### src/swc_consts.svh
// Register offsets, field positions, reset values and timing constants of the wake config bank.
`ifndef SWC_CONSTS_SVH
`define SWC_CONSTS_SVH
`define SWC_ADDR_W 7
`define SWC_ADDR_BYTE2 7'h31
`define SWC_ADDR_BYTE1 7'h32
`define SWC_ADDR_BYTE0 7'h33
`define SWC_ADDR_FDCFG 7'h34
`define SWC_ADDR_TRIML 7'h38
`define SWC_ADDR_OPT 7'h39
`define SWC_BYTE_RESET 8'h00
`define SWC_FDCFG_RESET 6'h00
`define SWC_RXSEL_RESET 1'h0
`define SWC_TRIM_KEY 2'h3
`define SWC_FD_EN_BIT 0
`define SWC_FILT_LO 1
`define SWC_FILT_HI 3
`define SWC_BYP_BIT 4
`define SWC_ECD_BIT 5
`define SWC_FD_USED_HI 5
`define SWC_OPT_TRIM_HI 4
`define SWC_OPT_RXSEL_BIT 7
`define SWC_FILT_LONG_CODE 3'h7
`define SWC_CLK_NS 50
`define SWC_FILT_STEP_NS 50
`define SWC_FILT_LONG_NS 775
`define SWC_FILT_CNT_W 5
`endif

### src/swc_pkg.sv
// Types shared by the wake config bank.
package swc_pkg;
  typedef logic [7:0] swc_byte_t;
  typedef logic [12:0] swc_trim_t;
  typedef logic [2:0] swc_filt_code_t;
endpackage

### src/swc_wake_config_regs.sv
// Selective wake configuration register bank with gated oscillator trim.
`timescale 1ns/1ps
`include "swc_consts.svh"

// How it works
// - Three read/write payload compare bytes, bit 0 least significant.
// - Payload bytes clear on power-on or soft reset; restart leaves them untouched.
// - Config bit 0 enables the FD tolerant mode.
// - Filter code picks 50 to 350 ns in 50 ns steps, code 7 gives 775 ns.
// - Bit 4 bypasses only the analog filter; the digital dominant filter stays on.
// - Bit 5 disables the wake error counter, but only with FD tolerant mode on.
// - Silence timeout clears the error counter disable bit in hardware.
// - Config bits 7 and 6 always read zero.
// - Low trim byte is written only when the trim enable field is 11.
// - Trim bits 0 to 4 are the fine, monotonic oscillator trim.
// - Options bits 4 to 0 hold trim bits 12 to 8, gated by trim enable.
// - Options bit 7 picks standard or low-power wake receiver, gated by trim enable.
module swc_wake_config_regs #(
  parameter logic [12:0] TRIM_RESET = 13'h0000
) (
  input wire logic mclk,
  input wire logic rst_b,
  input wire logic soft_reset,
  input wire logic restart,
  input wire logic reg_wr,
  input wire logic reg_rd,
  input wire logic [`SWC_ADDR_W-1:0] reg_addr,
  input wire logic [7:0] reg_wdata,
  input wire logic [1:0] trim_enable,
  input wire logic silence_timeout,
  output logic [7:0] reg_rdata,
  output logic reg_rvalid,
  output swc_pkg::swc_byte_t payload_byte_two,
  output swc_pkg::swc_byte_t payload_byte_one,
  output swc_pkg::swc_byte_t payload_byte_zero,
  output logic fd_tolerant_enable,
  output swc_pkg::swc_filt_code_t dominant_filter_time,
  output logic [`SWC_FILT_CNT_W-1:0] dominant_filter_cycles,
  output logic analog_filter_bypass,
  output logic error_counter_disable,
  output logic error_counter_active,
  output swc_pkg::swc_trim_t oscillator_trim,
  output logic wake_receiver_select
);

  // Address decode and the trim key; restart is accepted but forces nothing.
  wire sel_b2 = (reg_addr == `SWC_ADDR_BYTE2);
  wire sel_b1 = (reg_addr == `SWC_ADDR_BYTE1);
  wire sel_b0 = (reg_addr == `SWC_ADDR_BYTE0);
  wire sel_fd = (reg_addr == `SWC_ADDR_FDCFG);
  wire sel_tl = (reg_addr == `SWC_ADDR_TRIML);
  wire sel_op = (reg_addr == `SWC_ADDR_OPT);
  wire trim_open = (trim_enable == `SWC_TRIM_KEY);
  wire wr_b2 = reg_wr && sel_b2;
  wire wr_b1 = reg_wr && sel_b1;
  wire wr_b0 = reg_wr && sel_b0;
  wire wr_fd = reg_wr && sel_fd;
  wire wr_tl = reg_wr && sel_tl && trim_open;
  wire wr_op = reg_wr && sel_op && trim_open;
  wire restart_seen = restart;

  // Register reset is the synchronous rst_b or the soft reset pulse.
  wire clr = !rst_b || soft_reset;

  // Payload compare bytes; restart deliberately keeps whatever was there.
  always_ff @(posedge mclk) begin
    if (clr) begin
      payload_byte_two <= `SWC_BYTE_RESET;
      payload_byte_one <= `SWC_BYTE_RESET;
      payload_byte_zero <= `SWC_BYTE_RESET;
    end else begin
      if (wr_b2) payload_byte_two <= reg_wdata;
      if (wr_b1) payload_byte_one <= reg_wdata;
      if (wr_b0) payload_byte_zero <= reg_wdata;
    end
  end

  // FD config fields; the silence timeout beats a same-cycle software write.
  wire [`SWC_FD_USED_HI:0] fd_wr_bits = reg_wdata[`SWC_FD_USED_HI:0];
  wire next_ecd = silence_timeout ? 1'b0 :
      (wr_fd ? fd_wr_bits[`SWC_ECD_BIT] : error_counter_disable);
  always_ff @(posedge mclk) begin
    if (clr) begin
      {error_counter_disable, analog_filter_bypass, dominant_filter_time,
       fd_tolerant_enable} <= `SWC_FDCFG_RESET;
    end else begin
      error_counter_disable <= next_ecd;
      if (wr_fd) begin
        fd_tolerant_enable <= fd_wr_bits[`SWC_FD_EN_BIT];
        dominant_filter_time <= fd_wr_bits[`SWC_FILT_HI:`SWC_FILT_LO];
        analog_filter_bypass <= fd_wr_bits[`SWC_BYP_BIT];
      end
    end
  end

  // Counter runs unless disabled and FD tolerant mode is on.
  always_ff @(posedge mclk) begin
    if (clr) error_counter_active <= 1'b1;
    else error_counter_active <= !(error_counter_disable && fd_tolerant_enable);
  end

  // Filter time in cycles, rounded up; the digital filter ignores the bypass bit.
  wire [31:0] filt_ns = (dominant_filter_time == `SWC_FILT_LONG_CODE) ? `SWC_FILT_LONG_NS :
      (32'(dominant_filter_time) + 32'd1) * `SWC_FILT_STEP_NS;
  wire [31:0] filt_cyc = (filt_ns + `SWC_CLK_NS - 1) / `SWC_CLK_NS;
  always_ff @(posedge mclk) begin
    if (!rst_b) dominant_filter_cycles <= '0;
    else dominant_filter_cycles <= filt_cyc[`SWC_FILT_CNT_W-1:0];
  end

  // Trim is not cleared by soft reset; its power-on value is a parameter.
  always_ff @(posedge mclk) begin
    if (!rst_b) begin
      oscillator_trim <= TRIM_RESET;
      wake_receiver_select <= `SWC_RXSEL_RESET;
    end else begin
      if (wr_tl) oscillator_trim[7:0] <= reg_wdata;
      if (wr_op) begin
        oscillator_trim[12:8] <= reg_wdata[`SWC_OPT_TRIM_HI:0];
        wake_receiver_select <= reg_wdata[`SWC_OPT_RXSEL_BIT];
      end
    end
  end

  // Read data; reserved and unmapped bits return zero.
  wire [7:0] rd_fd = {2'b00, error_counter_disable, analog_filter_bypass,
                      dominant_filter_time, fd_tolerant_enable};
  wire rx_vis = wake_receiver_select && trim_open;
  wire [7:0] rd_op = {rx_vis, 2'b00, oscillator_trim[12:8]};
  wire [7:0] rd_mux = sel_b2 ? payload_byte_two :
                      sel_b1 ? payload_byte_one :
                      sel_b0 ? payload_byte_zero :
                      sel_fd ? rd_fd :
                      sel_tl ? oscillator_trim[7:0] :
                      sel_op ? rd_op : 8'h00;
  always_ff @(posedge mclk) begin
    if (!rst_b) begin
      reg_rdata <= 8'h00;
      reg_rvalid <= 1'b0;
    end else begin
      reg_rvalid <= reg_rd;
      if (reg_rd) reg_rdata <= rd_mux;
    end
  end
endmodule

### config.mk
export PLATFORM = sky130hd
export DESIGN_NAME = swc_wake_config_regs
export DESIGN_NICKNAME = d
export VERILOG_FILES = /design/src/swc_pkg.sv /design/src/swc_wake_config_regs.sv
export VERILOG_INCLUDE_DIRS = /design/src /design/src/src
export SDC_FILE = /design/constraint.sdc
export NUM_CORES = 1
export LEC_CHECK = 0
export ABC_AREA = 0
export BUFFER_PORTS_ARGS = -buffer_cell sky130_fd_sc_hd__clkbuf_2
export CORE_ASPECT_RATIO = 1.4
export CORE_MARGIN = 5
export CORE_UTILIZATION = 48
export DETAILED_ROUTE_END_ITERATION = 7
export PLACE_DENSITY = 0.78
export SLEW_MARGIN = 5
export SYNTH_ARGS = -nofsm -noshare
export SYNTH_HDL_FRONTEND = slang
export SYNTH_SLANG_ARGS = --single-unit
### constraint.sdc
create_clock -name mclk -period 3.81 [get_ports mclk]
set_input_delay 0.381 -clock mclk [delete_from_list [all_inputs] [get_ports mclk]]
set_output_delay 0.381 -clock mclk [all_outputs]
set_load 0.005 [all_outputs]
; Word level (Yosys, flattened, before mapping)
; Cells that the tools add are included.
[word_totals]
inputBits = 24
regBits = 59
output_inout_bits = 59
[classes]
mux = 7
addsub = 3
n_mul = 1
eq_ne = 8
n_reduce_logical = 14
div_mod_pow = 1
[ops]
columns = cell, n
row1 = two-way mux 8 bit, 6
row2 = == test 7 x 6 -> 1 bit (second input constant), 6
row3 = divider 32 x 6 -> 32 bit (second input constant), 1
row4 = subtractor 11 x 1 -> 12 bit (second input constant), 1
row5 = adder 10 x 6 -> 11 bit (second input constant), 1
row6 = logical AND 1 bit, 10
row7 = two-way mux 10 bit, 1
row8 = multiplier 4 x 5 -> 9 bit (second input constant), 1
row9 = adder 3 x 1 -> 4 bit (second input constant), 1
row10 = == test 3 bit (second input constant), 1
row11 = == test 2 bit (second input constant), 1
row12 = logical NOT 1 bit, 2
row13 = OR reduction 2 bit, 1
row14 = logical OR 1 bit, 1

; Longest topological paths before layout
[logic_depth]
ltp_word = 8
depth_mapped = 18
ltp_nobuf = 16

; Worst setup path before layout
; OpenSTA, ideal clock, no wires.
[synth_timing]
kind = flip-flop to flip-flop
startpoint = reg dominant_filter_time[0]
endpoint = reg dominant_filter_cycles[1]
path_slack_ps = -155
arrival_time_ps = 3831
path_stages_with_launch = 16
setup_time_ps = 134
required_ps = 3676
cell_sequence = dfxtp_1 > buf_4 > inv_2 > ha_1 > xor2_1 > ha_1 > o311ai_2 > mux2_2 > or2_1 > buf_6 > o41ai_4 > a211oi_1 > o311a_1 > o211a_1 > o31ai_2 > o211ai_1
[synth_via]
elab_chain_len = 6
word_cells_on_any_way = 7
classes_between = add/sub (3) / mul (1) / div (1) / eq/ne (1) / mux (1)
[synth_rtl]
columns = item, line
row1 = from (decl), swc_wake_config_regs.sv:37  ; output swc_pkg::swc_filt_code_t dominant_filter_time,
row2 = from (signal assigned), swc_wake_config_regs.sv:90  ; dominant_filter_time <= fd_wr_bits[`SWC_FILT_HI:`SWC_FILT_LO];
row3 = adder 3 x 1 -> 4 bit, swc_wake_config_regs.sv:104  ; (32'(dominant_filter_time) + 32'd1) * `SWC_FILT_STEP_NS;
row4 = multiplier 4 x 5 -> 9 bit (no source line), --
row5 = two-way mux 10 bit (no source line) (*), --
row6 = adder 10 x 6 -> 11 bit (no source line) (*), --
row7 = subtractor 11 x 1 -> 12 bit (*), swc_wake_config_regs.sv:105  ; wire [31:0] filt_cyc = (filt_ns + `SWC_CLK_NS - 1) / `SWC_CLK_NS;
row8 = divider 32 x 6 -> 32 bit (no source line) (*), --
row9 = to (signal assigned), swc_wake_config_regs.sv:108  ; else dominant_filter_cycles <= filt_cyc[`SWC_FILT_CNT_W-1:0];
row10 = to (decl), swc_wake_config_regs.sv:38  ; output logic [`SWC_FILT_CNT_W-1:0] dominant_filter_cycles,
; Mark *: on every way between the ends. The rest lies on a longest branch, timed or not.
; A chain may end at the register's enable or synchronous reset.

; Worst setup path after layout
; Ends and elaborated chain as after synthesis.

==> impl_metrics.ini <==
[outcome]
status = finished clean

[final_layout]
drive_gt1_frac = 0.337
nNetsFinal = 538
diodes = 0
area_growth_pct = 33.0
final_area_sq_um = 4400
fill_cells = 575

[cts]
htree_num_levels = 3
numCtsBuffers = 9
clock_path_buffers = 2
clk_latency_ns = 0.34
holdBufCountCts = 0
path_clk_slew_ns = 0.07
cts_tree = done
cts_sinks = 59
root_buffer = clkbuf_8

[routing]
via_per_inst = 5.93
drtIter0Drc = 199
routedWlPerCell_um = 17.5
vias = 3540
remaining_drc_errors = 0
detail-route-antenna-nets = 0
drt-pass1-iter-count = 5
wl_um = 10400

[setup_path]
end_kind = flip-flop
critPathKind = flip-flop to flip-flop
path_max_fanout = 4
ff2ff_setup_slack_ns = 0.04
cp.required_ns = 4.01
critPathMaxStageDelay_ns = 0.40
arrival_ns = 3.97
crit_top_cell = ha_4
path_delay_family = compound AO/OA/AOI/OAI gates
crit_buf_inv = 0
slowest_stage = o311a_1
path_cells = ha_4 -> ha_4 -> ha_4 -> ha_4 -> ha_4 -> nor2_2 -> a21boi_1 -> mux2_4 -> or3_4 -> o211ai_1 -> a211oi_2 -> o311a_1 -> o211a_1 -> o31ai_2 -> o211ai_1
start_kind = flip-flop

[power_and_ir_drop]
ir_worst_vdd_mv = 0.311
p_leak_nw = 1.77
power_density_nw_per_um2 = 303

[sta]
max-slew-margin-rel = 0.224
hold_violations = 0
post-route-min-period_ns = 3.77
rsz0062_at_grt = yes
clock-skew-final_ns = 0.00806
fmax_mhz = 265
setup_violations = 0
tns_ns = 0
maxSlewViolCount = 0
fin_crit_sh = 0.989
worstMarginPinSlew_ns = 1.16

[logic_synthesis]
async_flop_share = 0
yosysMostFrequentCell = dfxtp_1
synthFlopType = dfxtp_1
syn_area_sq_um = 3310
synth-edff-count = 0
synth-seq-area-share = 0.357
synth_area_leaders = dfxtp_1 36%, mux2i_1 7.9%, nand2_1 6.1%, a21oi_1 6.1%, ha_1 5.3%
ys_ff_latch = 59
syn_area_per_cell_sq_um = 8.29
synthesis.nets = 437
synth_top_area_frac = 0.357
syn_inst = 399
ys.warnings.count = 0
synth_common_cells = 59 x dfxtp_1, 54 x nand2_1, 40 x a21oi_1
synth_area_leader_cell = dfxtp_1
synth.distinct_cells = 67

[floorplan]
die_area_sq_um = 8670
die_h_um = 108
rows = 35
core-area_sq_um = 6660
dieWidth_um = 80.2
start_util = 0.497
io_pins = 83

[place]
hpwl_um = 7720
post_dp_cell_area_sq_um = 4020
io_buffers = 81
gp_congestion = 0.878

[global_routing]
antenna_found_initial = 0
grt_pass1_vias = 3395
gr-usage-all-layers = 0.240
grt_pass1_wl_um = 16100
overflow = 0
grt_max_degree = 31

[worst_hold_path]
hold_path.class = input pin to flip-flop

[run]
maxCapViolations = 0
layout make-up:
type                       instances  area (sq um)  area share
multi-input combinational        306          2190       0.498
sequential                        59          1190       0.270
timing repair buffer             112           642       0.146
clock buffer                      10           128      0.0290
tap                               92           115      0.0262
clock inverter                     6          90.1      0.0205
inverter                          12          45.0      0.0102
per-layer routing:
layer,vias up,GRT usage,wire length [um]
li1,1657,-,-
met1,1685,0.249,3610
met2,165,0.448,5780
met3,33,0.0467,677
met4,0,0.121,357
met5,-,0,0
cells by family (layout without fill, tap and decap cells):
| family | count (synthesis) | after routing | share of synthesized area |
|---|---|---|---|
| DFF | 59 | 59 | 0.357 |
| and+or+nand+nor | 152 | 152 | 0.219 |
| AOI/OAI and AO/OA | 106 | 106 | 0.225 |
| muxes | 30 | 30 | 0.0946 |
| buffers and inverters | 34 | 140 | 0.0424 |
| adders and majority gates | 14 | 14 | 0.0530 |
| xor gates and xnor gates | 3 | 3 | 0.00795 |
| other | 1 | 1 | 0.00113 |
path summary, 6_finish.rpt:
path                           startpoint                   endpoint  cells after the start
setup / recovery  dominant_filter_time[0]  dominant_filter_cycles[1]                     15
hold / removal            silence_timeout      error_counter_disable                      2
setup reg to reg  dominant_filter_time[0]  dominant_filter_cycles[1]                     15
hold reg to reg        fd_tolerant_enable       error_counter_active                      1
placed cells by master, fill, tap and decap left out, drive strengths merged, types with 4 or more instances in the layout:
cell type / count
nor2: 32
nand2: 54
buf: 31
o211ai: 5
mux2: 4
inv: 12
nor3: 7
mux2i: 26
and3: 5
a211oi: 5
o21a: 4
a21oi: 40
o22ai: 4
nand2b: 7
a221oi: 6
clkbuf: 91
ha: 14
dfxtp: 59
o21ai: 16
nand3: 25
worst register-to-register path: stages, from the launching register on:
cell and delay, ns:
dfxtp_4 0.36, ha_4 0.17, ha_4 0.29, ha_4 0.21, ha_4 0.16, ha_4 0.29, nor2_2 0.05, a21boi_1 0.12
mux2_4 0.28, or3_4 0.35, o211ai_1 0.31, a211oi_2 0.12, o311a_1 0.40, o211a_1 0.24, o31ai_2 0.18, o211ai_1 0.11
power by group:
part	internal [mW]	leakage [nW]	switching, mW	total, mW
logic	0.0274	1.19	0.0551	0.0825
registers	0.621	0.478	0.00319	0.625
clock network	0.369	0.106	0.255	0.624
sequential cells by signal, indices dropped and copies added (netlist names):
name	count
oscillator_trim	13
payload_byte_one	8
payload_byte_two	8
payload_byte_zero	8
reg_rdata	8
dominant_filter_cycles	5
dominant_filter_time	3
analog_filter_bypass	1
error_counter_active	1
error_counter_disable	1
fd_tolerant_enable	1
reg_rvalid	1
wake_receiver_select	1
per-stage QoR:
step | cells | utilization | hold slack [ns] | power, mW | worst slack, ns
2_1_floorplan | 399 | - | 0.434 | 0.682 | 0.00108
3_3_place_gp | 578 | 0.604 | 0.460 | 0.716 | -0.0207
3_5_place_dp | 578 | 0.604 | 0.470 | 0.718 | -0.113
4_1_cts | 596 | 0.646 | 0.184 | 1.34 | 0.00432
5_1_grt | 597 | 0.661 | 0.189 | 1.37 | -0.0822
6_report | 597 | 0.661 | 0.199 | 1.33 | 0.0410
repair_timing:
| item | CTS | global route |
|---|---|---|
| setup buffers | 2 | 1 |
| resized for setup | 10 | 19 |
| pin swaps | 4 | 17 |
| setup endpoints to repair | 1 | 2 |
(Power assumes the default switching activity.)
